**config.mk**
```make
export PLATFORM = sky130hd
export DESIGN_NAME = dacamp_ctrl
export DESIGN_NICKNAME = d
export VERILOG_FILES = /design/src/design/dacamp_pkg.sv /design/src/design/dacamp_reg8.sv /design/src/design/dacamp_ctrl.sv
export SDC_FILE = /design/constraint.sdc
export NUM_CORES = 1
export LEC_CHECK = 0
export ABC_AREA = 1
export BUFFER_PORTS_ARGS = -buffer_cell sky130_fd_sc_hd__buf_4
export CORE_MARGIN = 8
export CORE_UTILIZATION = 62
export CTS_CLUSTER_SIZE = 28
export DETAILED_ROUTE_END_ITERATION = 10
export PLACE_DENSITY = 0.91
export SLEW_MARGIN = 20
export SYNTH_ARGS = -nofsm -noshare
export SYNTH_HDL_FRONTEND = slang
export SYNTH_SLANG_ARGS = --single-unit
export TNS_END_PERCENT = 20
```
**constraint.sdc**
```tcl
create_clock -name clock -period 14.7 [get_ports clock]
set_input_delay 3.675 -clock clock [delete_from_list [all_inputs] [get_ports clock]]
set_output_delay 3.675 -clock clock [all_outputs]
set_load 0.01 [all_outputs]
```
**src/design/dacamp_pkg.sv**
```systemverilog
// dacamp_pkg: constants for the converter/amplifier enable control block
// assumes byte-wide cpu register port with bit-write support
package dacamp_pkg;
  localparam logic [19:0] DACAMP_OFS_CLK_EN = 20'hF007A;
  localparam logic [19:0] DACAMP_OFS_PWR_SEL = 20'hF0440;
  localparam logic [19:0] DACAMP_OFS_MODE0 = 20'hF0480;
  localparam logic [19:0] DACAMP_OFS_MODE1 = 20'hF0481;
  localparam logic [19:0] DACAMP_OFS_DATA = 20'hF0482;
  localparam logic [19:0] DACAMP_OFS_S1_BASE = 20'hF0471;
  localparam logic [19:0] DACAMP_OFS_S2_BASE = 20'hF0472;
  localparam logic [19:0] DACAMP_OFS_CAL_BASE = 20'hF0490;
  localparam logic [19:0] DACAMP_OFS_PMC_A = 20'hF0061;
  localparam logic [19:0] DACAMP_OFS_PMC_B = 20'hF0064;
  localparam logic [19:0] DACAMP_UNIT_STRIDE = 20'h00004;
  localparam logic [7:0] DACAMP_RST_CLK_EN = 8'h00;
  localparam logic [7:0] DACAMP_RST_PWR_SEL = 8'h00;
  localparam logic [7:0] DACAMP_RST_MODE = 8'h00;
  localparam logic [11:0] DACAMP_RST_DATA = 12'h000;
  localparam logic [7:0] DACAMP_RST_S1 = 8'h00;
  localparam logic [7:0] DACAMP_RST_S2 = 8'h20;
  localparam logic [7:0] DACAMP_RST_CAL = 8'h00;
  localparam logic [7:0] DACAMP_RST_PMC = 8'hFF;
  localparam logic [7:0] DACAMP_CLK_EN_MASK = 8'hEF;
  localparam logic [7:0] DACAMP_PWR_SEL_MASK = 8'hF5;
  localparam logic [7:0] DACAMP_MODE0_MASK = 8'h81;
  localparam logic [7:0] DACAMP_MODE1_MASK = 8'h01;
  localparam int DACAMP_BIT_CONV_CLK = 7;
  localparam int DACAMP_BIT_CONV_PWR = 7;
  localparam int DACAMP_BIT_AMP_PWR0 = 4;
  localparam int DACAMP_BIT_TRIG_MODE = 7;
  localparam int DACAMP_BIT_RES = 0;
  localparam int DACAMP_BIT_FEEDBACK = 7;
  localparam int DACAMP_UNITS = 3;
  localparam int DACAMP_PORTS = 6;
endpackage : dacamp_pkg

```
**src/design/dacamp_reg8.sv**
```systemverilog
// dacamp_reg8: one byte register with sync clear and byte or bit write
// assumes at most one of byte or bit write per cycle
`timescale 1ns/100ps
module dacamp_reg8 #(
  parameter logic [7:0] RST_VAL = 8'h00,
  parameter logic [7:0] MASK = 8'hFF
) (
  // clock and reset
  input wire logic clock,
  input wire logic rst,
  input wire logic clr,
  // writes
  input wire logic wr_byte,
  input wire logic wr_bit,
  input wire logic [2:0] bit_sel,
  input wire logic bit_val,
  input wire logic [7:0] wdata,
  // contents
  output logic [7:0] q
);
  logic [7:0] q_nxt;
  logic [7:0] bit_mask;
  // single-bit write touches only the selected bit
  assign bit_mask = 8'h01 << bit_sel;
  assign q_nxt = clr ? RST_VAL : wr_byte ? (wdata & MASK) :
                 wr_bit ? (((q & ~bit_mask) | ({8{bit_val}} & bit_mask)) & MASK) : q;
  always_ff @(posedge clock or posedge rst) begin
    if (rst) begin
      q <= RST_VAL;
    end else begin
      q <= q_nxt;
    end
  end
endmodule : dacamp_reg8

```
**src/design/dacamp_ctrl.sv**
```systemverilog
// dacamp_ctrl: clock/power gating of the converter and amplifier interlocks
// assumes a cpu byte port, one access per cycle, rdata valid one cycle after rd
// Summary of operation
// (RULE1) converter clock bit 0 stops its clock, resets it, blocks its register writes
// (RULE2) with clock bit 0, converter writes dropped and reads give reset values
// (RULE3) converter clock bit 1 supplies clock, registers read and write
// (RULE4) software sets clock bit 7 first and writes 0 to bit 4
// (RULE5) software writes 0 to power-select bits 1 and 3
// (RULE6) power-select bit 7 powers the converter; 0 after reset
// (RULE7) software powers converter before routing it to an amplifier
// (RULE8) amplifier outputs to a port are exclusive; unit 0 beats 1 beats 2
// (RULE9) software never sets feedback plus negative switches; follower uses 80H
// (RULE10) amplifier power forced off when all its input switches are open
// (RULE11) reset clears trim correction to 00H; software recopies factory code
// (RULE12) four analog ports become digital pins under two port mode registers
// (RULE13) software changes port mode only with amplifier off, not in analog use
// (RULE14) converter output updates on an event input as well as software
// (RULE15) trigger mode bit 0 software trigger, 1 hardware event trigger
// (RULE16) in software mode each data register write starts a conversion
// (RULE17) in hardware mode data writes do not start; event does
// (RULE18) resolution bit 0 uses 12-bit data, 1 uses 8-bit data
// (RULE19) single-bit writes change only the addressed bit
`timescale 1ns/100ps
module dacamp_ctrl
  import dacamp_pkg::*;
(
  // clock and reset
  input wire logic clock,
  input wire logic rst,
  // cpu register port
  input wire logic [19:0] addr,
  input wire logic wr_byte,
  input wire logic wr_bit,
  input wire logic wr_word,
  input wire logic [2:0] bit_sel,
  input wire logic bit_val,
  input wire logic [15:0] wdata,
  input wire logic rd,
  output logic [15:0] rdata,
  // event link
  input wire logic event_link,
  // converter side
  output logic conv_clock_en,
  output logic conv_reset,
  output logic conv_power,
  output logic conv_start,
  output logic [11:0] conv_value,
  output logic conv_ref_internal,
  // amplifier side
  output logic [2:0] amplifier_power_on,
  output logic [17:0] amp_port_drive,
  output logic [7:0] port_digital_a,
  output logic [7:0] port_digital_b,
  output logic [23:0] trim_correction
);
  logic [7:0] clk_en_q, pwr_q, mode0_q, mode1_q, pmca_q, pmcb_q;
  logic [7:0] s1_q [DACAMP_UNITS];
  logic [7:0] s2_q [DACAMP_UNITS];
  logic [7:0] cal_q [DACAMP_UNITS];
  logic [11:0] data_r, data_nxt;
  logic conv_en, conv_clr, hw_mode, narrow;
  logic hit_ce, hit_pw, hit_m0, hit_m1, hit_dat, hit_pa, hit_pb;
  logic data_wr, sw_start, hw_start;
  logic [2:0] inputs_any;
  logic [17:0] drive_nxt;
  logic [15:0] rdata_nxt;
  logic port_clash;

  // address decode
  assign hit_ce = (addr == DACAMP_OFS_CLK_EN);
  assign hit_pw = (addr == DACAMP_OFS_PWR_SEL);
  assign hit_m0 = (addr == DACAMP_OFS_MODE0);
  assign hit_m1 = (addr == DACAMP_OFS_MODE1);
  assign hit_dat = (addr == DACAMP_OFS_DATA);
  assign hit_pa = (addr == DACAMP_OFS_PMC_A);
  assign hit_pb = (addr == DACAMP_OFS_PMC_B);

  // converter gating flags
  assign conv_en = clk_en_q[DACAMP_BIT_CONV_CLK]; // see (RULE3)
  assign conv_clr = ~conv_en; // converter held in reset, see (RULE1)
  assign hw_mode = mode0_q[DACAMP_BIT_TRIG_MODE]; // see (RULE15)
  assign narrow = mode0_q[DACAMP_BIT_RES]; // see (RULE18)

  // always-on registers with bit access
  dacamp_reg8 #(.RST_VAL(DACAMP_RST_CLK_EN), .MASK(DACAMP_CLK_EN_MASK)) u_clk_en (
    .clock(clock), .rst(rst), .clr(1'b0),
    .wr_byte(wr_byte & hit_ce), .wr_bit(wr_bit & hit_ce), // see (RULE19)
    .bit_sel(bit_sel), .bit_val(bit_val), .wdata(wdata[7:0]), .q(clk_en_q)
  );
  dacamp_reg8 #(.RST_VAL(DACAMP_RST_PWR_SEL), .MASK(DACAMP_PWR_SEL_MASK)) u_pwr (
    .clock(clock), .rst(rst), .clr(1'b0),
    .wr_byte(wr_byte & hit_pw), .wr_bit(wr_bit & hit_pw), // see (RULE19)
    .bit_sel(bit_sel), .bit_val(bit_val), .wdata(wdata[7:0]), .q(pwr_q)
  );
  dacamp_reg8 #(.RST_VAL(DACAMP_RST_PMC)) u_pmca (
    .clock(clock), .rst(rst), .clr(1'b0),
    .wr_byte(wr_byte & hit_pa), .wr_bit(wr_bit & hit_pa), // see (RULE12)
    .bit_sel(bit_sel), .bit_val(bit_val), .wdata(wdata[7:0]), .q(pmca_q)
  );
  dacamp_reg8 #(.RST_VAL(DACAMP_RST_PMC)) u_pmcb (
    .clock(clock), .rst(rst), .clr(1'b0),
    .wr_byte(wr_byte & hit_pb), .wr_bit(wr_bit & hit_pb), // see (RULE12)
    .bit_sel(bit_sel), .bit_val(bit_val), .wdata(wdata[7:0]), .q(pmcb_q)
  );

  // converter mode registers, cleared and write-locked while unclocked
  dacamp_reg8 #(.RST_VAL(DACAMP_RST_MODE), .MASK(DACAMP_MODE0_MASK)) u_mode0 (
    .clock(clock), .rst(rst), .clr(conv_clr), // see (RULE1)
    .wr_byte(wr_byte & hit_m0 & conv_en), .wr_bit(1'b0), // see (RULE2)
    .bit_sel(bit_sel), .bit_val(bit_val), .wdata(wdata[7:0]), .q(mode0_q)
  );
  dacamp_reg8 #(.RST_VAL(DACAMP_RST_MODE), .MASK(DACAMP_MODE1_MASK)) u_mode1 (
    .clock(clock), .rst(rst), .clr(conv_clr), // see (RULE1)
    .wr_byte(wr_byte & hit_m1 & conv_en), .wr_bit(1'b0), // see (RULE2)
    .bit_sel(bit_sel), .bit_val(bit_val), .wdata(wdata[7:0]), .q(mode1_q)
  );

  // per-unit switch and trim registers
  for (genvar u = 0; u < DACAMP_UNITS; u++) begin : g_unit
    logic h_s1, h_s2, h_cal;
    assign h_s1 = (addr == 20'(DACAMP_OFS_S1_BASE + DACAMP_UNIT_STRIDE * u));
    assign h_s2 = (addr == 20'(DACAMP_OFS_S2_BASE + DACAMP_UNIT_STRIDE * u));
    assign h_cal = (addr == 20'(DACAMP_OFS_CAL_BASE + u));
    dacamp_reg8 #(.RST_VAL(DACAMP_RST_S1)) u_s1 (
      .clock(clock), .rst(rst), .clr(1'b0),
      .wr_byte(wr_byte & h_s1), .wr_bit(wr_bit & h_s1),
      .bit_sel(bit_sel), .bit_val(bit_val), .wdata(wdata[7:0]), .q(s1_q[u])
    );
    dacamp_reg8 #(.RST_VAL(DACAMP_RST_S2)) u_s2 (
      .clock(clock), .rst(rst), .clr(1'b0),
      .wr_byte(wr_byte & h_s2), .wr_bit(wr_bit & h_s2),
      .bit_sel(bit_sel), .bit_val(bit_val), .wdata(wdata[7:0]), .q(s2_q[u])
    );
    // trim cleared by system reset only, see (RULE11)
    dacamp_reg8 #(.RST_VAL(DACAMP_RST_CAL)) u_cal (
      .clock(clock), .rst(rst), .clr(1'b0),
      .wr_byte(wr_byte & h_cal), .wr_bit(1'b0),
      .bit_sel(bit_sel), .bit_val(bit_val), .wdata(wdata[7:0]), .q(cal_q[u])
    );
    // any closed input switch (negative or positive side, incl. converter while powered)
    assign inputs_any[u] = (|s1_q[u]) | (|s2_q[u][5:0]) |
                           (s2_q[u][7] & pwr_q[DACAMP_BIT_CONV_PWR]);
  end

  // data register: wide or narrow write, cleared while unclocked
  assign data_wr = conv_en & (wr_word | wr_byte) & hit_dat; // see (RULE2)
  assign data_nxt = conv_clr ? DACAMP_RST_DATA :
                    (data_wr & wr_word) ? wdata[11:0] :
                    data_wr ? {4'h0, wdata[7:0]} : data_r;
  assign sw_start = data_wr & ~hw_mode; // see (RULE16)
  assign hw_start = conv_en & hw_mode & event_link; // see (RULE14) (RULE17)

  // exclusive output routing: lowest unit wins each port
  always_comb begin
    drive_nxt = 18'h00000;
    for (int p = 0; p < DACAMP_PORTS; p++) begin
      if (s1_q[0][p] & amplifier_power_on[0]) begin
        drive_nxt[p] = 1'b1; // see (RULE8)
      end else if (s1_q[1][p] & amplifier_power_on[1]) begin
        drive_nxt[DACAMP_PORTS + p] = 1'b1;
      end else if (s1_q[2][p] & amplifier_power_on[2]) begin
        drive_nxt[2 * DACAMP_PORTS + p] = 1'b1;
      end
    end
  end

  // read mux; converter registers read as reset values when unclocked
  always_comb begin
    rdata_nxt = 16'h0000;
    if (hit_ce) rdata_nxt = {8'h00, clk_en_q};
    else if (hit_pw) rdata_nxt = {8'h00, pwr_q};
    else if (hit_pa) rdata_nxt = {8'h00, pmca_q};
    else if (hit_pb) rdata_nxt = {8'h00, pmcb_q};
    else if (hit_m0) rdata_nxt = {8'h00, mode0_q}; // see (RULE2)
    else if (hit_m1) rdata_nxt = {8'h00, mode1_q};
    else if (hit_dat) rdata_nxt = narrow ? {8'h00, data_r[7:0]} : {4'h0, data_r};
    for (int u = 0; u < DACAMP_UNITS; u++) begin
      if (addr == DACAMP_OFS_CAL_BASE + 20'(u)) rdata_nxt = {8'h00, cal_q[u]};
    end
  end

  // output flops
  always_ff @(posedge clock or posedge rst) begin
    if (rst) begin
      data_r <= DACAMP_RST_DATA;
      rdata <= 16'h0000;
      conv_clock_en <= 1'b0;
      conv_reset <= 1'b1;
      conv_power <= 1'b0;
      conv_start <= 1'b0;
      conv_value <= DACAMP_RST_DATA;
      conv_ref_internal <= 1'b0;
      amplifier_power_on <= 3'h0;
      amp_port_drive <= 18'h00000;
      port_digital_a <= DACAMP_RST_PMC;
      port_digital_b <= DACAMP_RST_PMC;
      trim_correction <= 24'h000000;
    end else begin
      data_r <= data_nxt;
      rdata <= rd ? rdata_nxt : rdata;
      conv_clock_en <= conv_en; // see (RULE1) (RULE3)
      conv_reset <= conv_clr; // see (RULE1)
      conv_power <= pwr_q[DACAMP_BIT_CONV_PWR]; // see (RULE6)
      conv_start <= sw_start | hw_start;
      if (sw_start | hw_start) begin
        conv_value <= (narrow ? {data_nxt[7:0], 4'h0} : data_nxt); // see (RULE18)
      end
      conv_ref_internal <= mode1_q[0];
      // forced off with all inputs open, see (RULE10)
      amplifier_power_on <= pwr_q[DACAMP_BIT_AMP_PWR0 +: 3] & inputs_any;
      amp_port_drive <= drive_nxt;
      port_digital_a <= pmca_q;
      port_digital_b <= pmcb_q;
      trim_correction <= {cal_q[2], cal_q[1], cal_q[0]};
    end
  end

  // checks; any port driven by two units at once is a clash
  assign port_clash = |((amp_port_drive[5:0] & amp_port_drive[11:6]) |
                        (amp_port_drive[5:0] & amp_port_drive[17:12]) |
                        (amp_port_drive[11:6] & amp_port_drive[17:12]));
  property p_unclocked_reset;
    @(posedge clock) disable iff (rst) !conv_en |=> conv_reset && !conv_clock_en;
  endproperty
  a_unclocked_reset: assert property (p_unclocked_reset) else $error("conv not reset"); // see (RULE1)
  property p_locked_write;
    @(posedge clock) disable iff (rst) (!conv_en && wr_byte && hit_m0) |=> mode0_q == 8'h00;
  endproperty
  a_locked_write: assert property (p_locked_write) else $error("locked write took"); // see (RULE2)
  property p_power;
    @(posedge clock) disable iff (rst) 1'b1 |=> conv_power == $past(pwr_q[7]);
  endproperty
  a_power: assert property (p_power) else $error("conv power wrong"); // see (RULE6)
  property p_excl;
    @(posedge clock) disable iff (rst) !port_clash;
  endproperty
  a_excl: assert property (p_excl) else $error("port shared"); // see (RULE8)
  property p_forced_off;
    @(posedge clock) disable iff (rst) !inputs_any[0] |=> !amplifier_power_on[0];
  endproperty
  a_forced_off: assert property (p_forced_off) else $error("amp left powered"); // see (RULE10)
  property p_sw_start;
    @(posedge clock) disable iff (rst) (conv_en && !hw_mode && wr_word && hit_dat) |=> conv_start;
  endproperty
  a_sw_start: assert property (p_sw_start) else $error("no sw start"); // see (RULE16)
  property p_hw_nostart;
    @(posedge clock) disable iff (rst) (hw_mode && !event_link) |=> !conv_start;
  endproperty
  a_hw_nostart: assert property (p_hw_nostart) else $error("hw mode started by write"); // see (RULE17)
  property p_bitwrite;
    @(posedge clock) disable iff (rst) (wr_bit && hit_ce && bit_sel == 3'h7)
      |=> clk_en_q[6:0] == $past(clk_en_q[6:0]);
  endproperty
  a_bitwrite: assert property (p_bitwrite) else $error("bit write leaked"); // see (RULE19)
endmodule : dacamp_ctrl

```
# [Word-level counts from Yosys, hierarchy flattened]
# Index checks and enable logic that the tools add are counted.
[word_totals] register_bits=226 input_bits=47
[op_classes] eq_ne=18 shifts=1 muxes=75 bitwise=87 reduce_logical=16
[ops] operator="$eq A20 B20 Y1 const B" count=16
[ops] operator="$mux W8" count=24
[ops] operator="$mux W12" count=12
[ops] operator="$and A8 B8 Y8" count=11
[ops] operator="$or A8 B8 Y8" count=10
[ops] operator="$and A1 B1 Y1" count=54
[ops] operator="$mux W16" count=3
[ops] operator="$mux W1" count=36
[ops] operator="$reduce_or A8 Y1" count=3
[ops] operator="$reduce_bool A2 Y1" count=10
[ops] operator="$reduce_or A6 Y1" count=3
[ops] operator="$not A8 Y8" count=1
[ops] operator="$or A1 B1 Y1" count=8
[ops] operator="$shl A1 B3 Y8 const A" count=1
[ops] operator="$ne A2 B1 Y1 const B" count=2
[ops] operator="$and A3 B3 Y3" count=1
[ops] operator="$not A1 Y1" count=2

# [Depth between registers and ports, before layout]
# Gate-level depths: netlist (run 1).
[logic_depth] ltp_word=11 ltp_mapped=16 ltp_nobuf=16

# [Cells and area by module]
# Synthesis (run 1) repeated with hierarchy kept, for this count alone.
[unflattened] hier_cells=1789 hier_area_um2=12783.5
[by_module_without_submodules] module="dacamp_ctrl" instances=1 cells_each=566 area_each_um2=4817.1 seq_area_each_um2=2573.7
[by_module_without_submodules] module="dacamp_reg8 (g_unit[0].u_cal ...)" instances=6 cells_each=93 area_each_um2=584.3 seq_area_each_um2=200.2
[by_module_without_submodules] module="dacamp_reg8 (g_unit[0].u_s2 ...)" instances=3 cells_each=95 area_each_um2=600.6 seq_area_each_um2=201.4
[by_module_without_submodules] module="dacamp_reg8 (u_pmca ...)" instances=2 cells_each=84 area_each_um2=638.1 seq_area_each_um2=210.2
[by_module_without_submodules] module="dacamp_reg8 (u_clk_en)" instances=1 cells_each=84 area_each_um2=549.3 seq_area_each_um2=175.2
[by_module_without_submodules] module="dacamp_reg8 (u_pwr)" instances=1 cells_each=74 area_each_um2=486.7 seq_area_each_um2=150.1
[by_module_without_submodules] module="dacamp_reg8 (u_mode0)" instances=1 cells_each=33 area_each_um2=209.0 seq_area_each_um2=50.0
[by_module_without_submodules] module="dacamp_reg8 (u_mode1)" instances=1 cells_each=21 area_each_um2=137.6 seq_area_each_um2=25.0

# [Worst setup path before layout (run 1)]
# OpenSTA, ideal clock, no wires.
[synth_timing] path_kind="input to register" startpoint="in addr[13]" endpoint="reg with a tool-made name" t_arrival_ns=4.972 required_time_ns=14.575 setup_slack_ns=9.603 stages=9 path_buffers=1 cell_sequence="nor2_1 nand2_2 nor2_8 inv_4 nor4_4 nand2_2 buf_6 o21ai_0 o21ai_1"
[synth_lines] element="from (decl)" line="dacamp_ctrl.sv:31" source="input wire logic [19:0] addr,"

# [Worst setup path in the final report (run 1)]
[layout_timing] startpoint="in addr[18]" endpoint="reg conv_value[7]"
[layout_between] elab_chain_cells=6 word_cells_on_any_way=9
[layout_lines] element="$eq A20 B20 Y1 *" line="dacamp_ctrl.sv:74" source="assign hit_dat = (addr == DACAMP_OFS_DATA);"
[layout_lines] element="$and A1 B1 Y1 *" line="dacamp_ctrl.sv:146" source="assign data_wr = conv_en & (wr_word | wr_byte) & hit_dat;"
[layout_lines] element="$mux W12 or $and A1 B1 Y1 (tied branches)" line="dacamp_ctrl.sv:149, dacamp_ctrl.sv:148"
[layout_lines] element="$mux W12" line="dacamp_ctrl.sv:148" source="(data_wr & wr_word) ? wdata[11:0] :"
[layout_lines] element="$mux W12" line="dacamp_ctrl.sv:147" source="assign data_nxt = conv_clr ? DACAMP_RST_DATA :"
[layout_lines] element="$mux W12" line="dacamp_ctrl.sv:206" source="conv_value <= (narrow ? {data_nxt[7:0], 4'h0} : data_nxt);"
[layout_lines] element="to (signal assigned)" line="dacamp_ctrl.sv:206"
[layout_lines] element="to (decl)" line="dacamp_ctrl.sv:47" source="output logic [11:0] conv_value,"
# Every way passes the cells marked *; elsewhere a longest branch is shown, timed or not.
# A chain may end at the register's enable or synchronous reset.

==> results.json, run 1 <==
{
  "finalCriticalPeriod_ns": 5.38,
  "start_kind": "input pin",
  "setup-violations-final": 0,
  "hold_viol_final": 0,
  "min_period_over_period_pct": 36.6,
  "crit_required_ns": 15.12,
  "synth_mux_area_share_pct": 0.114,
  "cts_buffers": 21,
  "rsz0062_at_grt": "no",
  "slew_headroom_pct": 35.3,
  "die_h_um": 142,
  "final.setup_skew_ns": 0.0164,
  "fmax_mhz": 186,
  "clkSinkCount": 203,
  "cts.repair.resized": 0,
  "p_sw_share_pct": 23.1,
  "clk_latency_ns": 0.50,
  "fin_nets": 1324,
  "grt_pass1_wl_mm": 47.3,
  "p_int_mw": 0.901,
  "start_util_pct": 62.8,
  "synth_xor_area_share_pct": 0,
  "power_frac_clock_pct": 47.2,
  "path_max_fanout": 21,
  "wl_mm": 30.1,
  "avgSynthCellArea_um2": 8.52,
  "track_usage_pct": 29.7,
  "synth_edf_count": 0,
  "dp_hpwl_mm": 20.6,
  "total_power_mw": 1.17,
  "yosysSeqAreaShare_pct": 52.0,
  "p_switching_mw": 0.271,
  "leakage_nw": 6.21,
  "synth_cells": 1157,
  "synthAdderAreaFrac_pct": 0,
  "clk_pin_slew_ns": 0.06,
  "cts_root_buf": "clkbuf_16",
  "netlist_area_mm2": 0.00986,
  "clockBufferDepth": 3,
  "outcome": "completed",
  "worstHoldPathType": "reg2reg",
  "yosysWarnings": 0,
  "drc": 0,
  "tightest_slew_ns": 0.970,
  "synth-simple-area-share_pct": 26.4,
  "numPortBuffers": 132,
  "place.gp.congestion": 0.976,
  "fin_cells": 1507,
  "detail-route-antenna-nets": 0,
  "critPathKind": "in2reg",
  "area_delta_synth_final_pct": 18.0,
  "num_vias": 9150,
  "drv_slew": 0,
  "p_comb_share_pct": 5.1,
  "dp_cells": 1470,
  "grt.overflow.total": 0,
  "core_area_mm2": 0.0157,
  "hold_ws_ns": 0.372,
  "drt-pass1-iter-count": 6,
  "synthFlopType": "dfrtp_1",
  "antenna_found_initial": 0,
  "async_flop_share_pct": 100,
  "postCtsHoldBufs": 0,
  "synth.largest_area_cell": "dfrtp_1",
  "cts.htree.levels": 1,
  "power_frac_seq_pct": 47.7,
  "grt_max_degree": 148,
  "finalSetupTns_ns": 0,
  "drt_iter0_drc": 1254,
  "synth.area.top_cells": "dfrtp_1, nand2_1, dfstp_2, o21ai_0, nor2_1",
  "synth_seq_cells": 203,
  "io_pins": 141,
  "synth_top_family_by_area": "simple AND/OR/NAND/NOR gates",
  "vias_per_cell": 6.07,
  "maxCapViolations": 0,
  "netlist.area_leader.share_pct": 42.4,
  "cts_setup_buffers": 0,
  "grt_pass1_vias": 8931,
  "rows": 46,
  "diodes": 0,
  "die-width_um": 142,
  "wl_per_cell_um": 20.0,
  "die_area_mm2": 0.0202,
  "endpoint_kind": "register",
  "ir_drop_uv": 69.6,
  "cts_tree": "done",
  "layout-drive-gt1-share_pct": 22.2,
  "power_density_mw_per_mm2": 101,
  "crit_arrival_ns": 5.80,
  "ys_types": 51,
  "synth_compound_area_share_pct": 14.5
}
## layout make-up
cell class / count / area, um2
Clock buffer: 25 / 571
Multi-Input combinational cell: 796 / 4050
Timing Repair Buffer: 135 / 1010
Sequential cell: 203 / 5120
Fill cell: 1110 / 4080
Inverter: 120 / 463
Clock inverter: 12 / 139
Tap cell: 216 / 270
## power groups by stage
| stage | sequential (mW) | combinational, mW | clock [mW] |
|---|---|---|---|
| after floorplan | 0.569 | 0.0328 | 0 |
| after global placement | 0.569 | 0.0574 | 0 |
| after detailed placement | 0.569 | 0.0580 | 0 |
| after CTS | 0.559 | 0.0582 | 0.553 |
| after global routing | 0.559 | 0.0641 | 0.579 |
| final | 0.559 | 0.0598 | 0.553 |
## path summary, 6_finish.rpt
check | slack (ns) | endpoint | from | cells past startpoint
worst max register to register | 12.67 | conv_value[8]$_DFFE_PP0P_ | register | 6
worst min-delay path | 0.37 | port_digital_b[5]$_DFF_PP1_ | register | 0
worst min register to register | 0.37 | port_digital_b[5]$_DFF_PP1_ | register | 0
max in group asynchronous | 9.89 | async pin | rst | 3
worst max-delay path | 9.32 | conv_value[7]$_DFFE_PP0P_ | addr[18] | 13
min in group asynchronous | 3.41 | g_unit[0].u_cal.q[6]$_DFFE_PP0P_ | rst | 2
## layer usage
layer	GRT usage (%)	wire [um]	up-vias
li1	-	-	4076
met1	38.0	11100	4234
met2	45.5	13500	701
met3	8.99	4100	139
met4	13.9	1480	0
met5	0	0	-
## layout by cell type (no fill, tap or decap), types with 3 or more instances in the layout
master | Yosys | final
dfstp_2 | 36 | 36
nor4_1 | 10 | 10
nand2_1 | 320 | 320
o21ai_1 | 13 | 13
nor3_1 | 13 | 13
o31ai_2 | 4 | 4
nor2_2 | 14 | 14
nand3_1 | 48 | 48
inv_2 | 10 | 10
dfrtp_1 | 167 | 167
clkbuf_8 | 0 | 3
o211ai_1 | 14 | 14
o41ai_1 | 3 | 3
o31ai_1 | 3 | 3
buf_4 | 5 | 135
clkinv_2 | 0 | 8
nor2_1 | 116 | 116
clkbuf_16 | 0 | 21
conb_1 | 1 | 4
a41oi_1 | 3 | 3
o21ai_0 | 95 | 95
a211oi_2 | 8 | 8
nor2_4 | 9 | 9
nand2_2 | 8 | 8
bufinv_16 | 0 | 3
o2111ai_1 | 37 | 37
inv_1 | 106 | 105
nand4_1 | 9 | 9
a21oi_1 | 30 | 30
nor3_2 | 4 | 4
nand3_2 | 7 | 7
## critical path: stages
cell      delay (ns)
buf_4           0.08
nand2_1         0.04
inv_1           0.05
nand2_2         0.25
nor2_4          0.24
nand3_4         0.12
inv_4           0.13
o211ai_4        0.26
o21ai_4         0.27
inv_2           0.16
nor2_4          0.30
nand2_1         0.13
nand3_1         0.10
## metrics by stage
stage	utilization, %	worst slack (ns)	cell area (um2)
4_1_cts	74.0	9.35	11600
6_report	74.0	9.32	11600
3_3_place_gp	69.5	8.96	10900
3_5_place_dp	69.5	8.92	10900
2_1_floorplan	-	5.55	9870
5_1_grt	74.0	9.14	11600
## synth_stat cells (3+ instances only)
master     number
dfrtp_1       167
nor3_2          4
a41oi_1         3
nor4_1         10
clkbuf_1       13
o31ai_2         4
nand4_1         9
a21oi_1        30
o21ai_0        95
nand2_1       320
nor2_2         14
dfstp_2        36
nand3_1        48
inv_1         106
nor3_1         13
buf_2          16
buf_6           6
nand2_2         8
nor2_1        116
a211oi_2        8
inv_2          10
buf_4           5
o211ai_1       14
o2111ai_1      37
nor2_4          9
nand3_2         7
o21ai_1        13
o31ai_1         3
o41ai_1         3
## kinds of logic after synthesis
family / count (synthesis)
and+or+nand+nor: 573
AOI/OAI and AO/OA: 218
DFF: 203
buffers and inverters: 161
muxes: 1
other: 1
(Power assumes the default switching activity.)
==> inputs of run 2 (changes only) <==
--- a/config.mk
+++ b/config.mk
@@ -8,10 +8,10 @@
 export ABC_AREA = 1
 export BUFFER_PORTS_ARGS = -buffer_cell sky130_fd_sc_hd__buf_4
 export CORE_MARGIN = 8
-export CORE_UTILIZATION = 62
+export CORE_UTILIZATION = 52
 export CTS_CLUSTER_SIZE = 28
 export DETAILED_ROUTE_END_ITERATION = 10
-export PLACE_DENSITY = 0.91
+export PLACE_DENSITY = 0.82
 export SLEW_MARGIN = 20
 export SYNTH_ARGS = -nofsm -noshare
 export SYNTH_HDL_FRONTEND = slang
==> constraint.sdc (replaced) <==
create_clock -name clock -period 4.5 [get_ports clock]
set_input_delay 1.125 -clock clock [delete_from_list [all_inputs] [get_ports clock]]
set_output_delay 1.125 -clock clock [all_outputs]
set_load 0.01 [all_outputs]
==> run 2 against run 1 <==
  * Register-to-register slack got worse by 10 ns
  * Die area rose by 17%
  * Combinational power rose to 3.3 times the previous value
  * Sequential cell count did not move
  * Sequential power rose to 3.3 times the previous value
  * Largest power group is now the clock network
==> results.json, run 2 (same netlist as run 1, synthesis figures left out) <==
{
  "drc": 0,
  "cts_root_buf": "clkbuf_16",
  "grt.overflow.total": 0,
  "endpoint_kind": "register",
  "setup-violations-final": 0,
  "cts.htree.levels": 1,
  "p_comb_share_pct": 5.1,
  "min_period_over_period_pct": 60.2,
  "rows": 50,
  "cts_tree": "done",
  "crit_arrival_ns": 3.15,
  "finalCriticalPeriod_ns": 2.71,
  "path_max_fanout": 21,
  "power_density_mw_per_mm2": 334,
  "dp_hpwl_mm": 21.3,
  "p_switching_mw": 0.905,
  "grt_most_used_layer": "met2",
  "leakage_nw": 6.23,
  "critical_path.n_buffers_inverters": 4,
  "drt-pass1-iter-count": 5,
  "diodes": 0,
  "layout-drive-gt1-share_pct": 22.3,
  "power_frac_clock_pct": 48.3,
  "multi_input_area_mm2": 0.00405,
  "cts_setup_buffers": 0,
  "final.setup_skew_ns": 0.00716,
  "ir_drop_uv": 206,
  "grt_use_met2_pct": 39.3,
  "crit_chain": "buf_4, nand2_1, inv_1, nand2_2, nor2_4, nand3_4, inv_4, o211ai_4, o21ai_4, inv_2, nor2_4, nand2_1, nand3_1",
  "cp_slowest_stage_delay_ns": 0.28,
  "fin_nets": 1326,
  "track_usage_pct": 25.0,
  "p_sw_share_pct": 23.1,
  "io_pins": 141,
  "p_int_mw": 3.01,
  "die_h_um": 154,
  "core_area_mm2": 0.0186,
  "postCtsHoldBufs": 0,
  "cts_buffers": 22,
  "nFillCells": 1549,
  "fmax_mhz": 369,
  "area_delta_synth_final_pct": 19.1,
  "grt_pass1_wl_mm": 47.1,
  "drt_iter0_drc": 900,
  "tightest_slew_ns": 1.04,
  "vias_per_cell": 5.84,
  "clk_pin_slew_ns": 0.06,
  "start_util_pct": 52.9,
  "antenna_found_initial": 0,
  "finalSetupTns_ns": 0,
  "hold_viol_final": 0,
  "clockBufferDepth": 3,
  "seq_area_mm2": 0.00512,
  "critPathSlowestCell": "nor2_4",
  "die_area_mm2": 0.0236,
  "slew_headroom_pct": 30.5,
  "worstHoldPathType": "reg2reg",
  "final_cell_mix": "nand2_1, dfrtp_1, buf_4",
  "outcome": "completed",
  "grt_pass1_vias": 8572,
  "num_vias": 8926,
  "rsz0062_at_grt": "no",
  "final_common_cell": "nand2_1",
  "clkSinkCount": 203,
  "detail-route-antenna-nets": 0,
  "cts.repair.resized": 0,
  "numPortBuffers": 132,
  "start_kind": "input pin",
  "crit_required_ns": 4.95,
  "drv_slew": 0,
  "grt_use_met3_pct": 5.55,
  "power_frac_seq_pct": 46.6,
  "wl_per_cell_um": 19.7,
  "met1_usage_pct": 33.0,
  "die-width_um": 154,
  "grt_max_degree": 99,
  "clk_latency_ns": 0.51,
  "critPathKind": "in2reg",
  "final_util_pct": 63.0,
  "maxCapViolations": 0,
  "place.gp.congestion": 0.970,
  "cp_top_family": "simple AND/OR/NAND/NOR gates",
  "wl_mm": 30.2
}
## run 2: cell types whose count changed in the layout (fill, tap and decap cells not counted), sizes merged
cell | before | now
clkinvlp | 0 | 3
buf | 135 | 136
clkbuf | 25 | 28
clkinv | 11 | 8
## run 2: final timing paths
check                          from  cells past startpoint                           to  slack, ns
min                        register                      0  port_digital_a[7]$_DFF_PP1_       0.37
max reg2reg                register                      6   conv_value[11]$_DFFE_PP0P_       2.53
max                        addr[18]                     13    conv_value[6]$_DFFE_PP0P_       1.79
min in group asynchronous       rst                      2  amp_port_drive[0]$_DFF_PP0_       0.76
max in group asynchronous       rst                      3         conv_reset$_DFF_PP1_       2.78
min reg2reg                register                      0  port_digital_a[7]$_DFF_PP1_       0.37
## run 2: worst reg2reg max path: stages (launching register included)
cell     delay, ns
dfrtp_1       0.59
inv_1         0.44
nor3b_2       0.41
nand2_1       0.10
a21oi_1       0.23
nand2_1       0.08
nand3_1       0.07
## run 2: power by group through the flow
stage	clock [mW]	combinational, mW	sequential (mW)
4_1_cts	1.90	0.197	1.83
3_5_place_dp	0	0.197	1.86
3_3_place_gp	0	0.194	1.86
5_1_grt	1.98	0.217	1.83
6_report	1.89	0.200	1.83
2_1_floorplan	0	0.108	1.86
## run 2: final cells by class
class	count	share of cell area [%]
Sequential cell	203	43.6
Multi-Input combinational cell	796	34.5
Timing Repair Buffer	136	8.91
Clock buffer	28	5.22
Inverter	120	3.91
Tap cell	234	2.49
Clock inverter	12	1.32
## run 2: per-stage QoR
stage / setup WS [ns] / instances / total power, mW / hold slack (ns) / area, um2
floorplan: 0.774 / 1160 / 1.97 / 0.352 / 9880
global placement: 1.33 / 1489 / 2.05 / 0.358 / 11000
detailed placement: 1.29 / 1489 / 2.06 / 0.357 / 11000
CTS: 1.80 / 1529 / 3.93 / 0.367 / 11700
global route: 1.60 / 1529 / 4.03 / 0.368 / 11700
finish: 1.79 / 1529 / 3.92 / 0.372 / 11700
## run 2: layer usage
layer / routed length [um] / vias up
met5: 0 / -
met4: 1290 / 0
met3: 3260 / 106
met2: 13800 / 543
met1: 11800 / 4197
li1: - / 4080
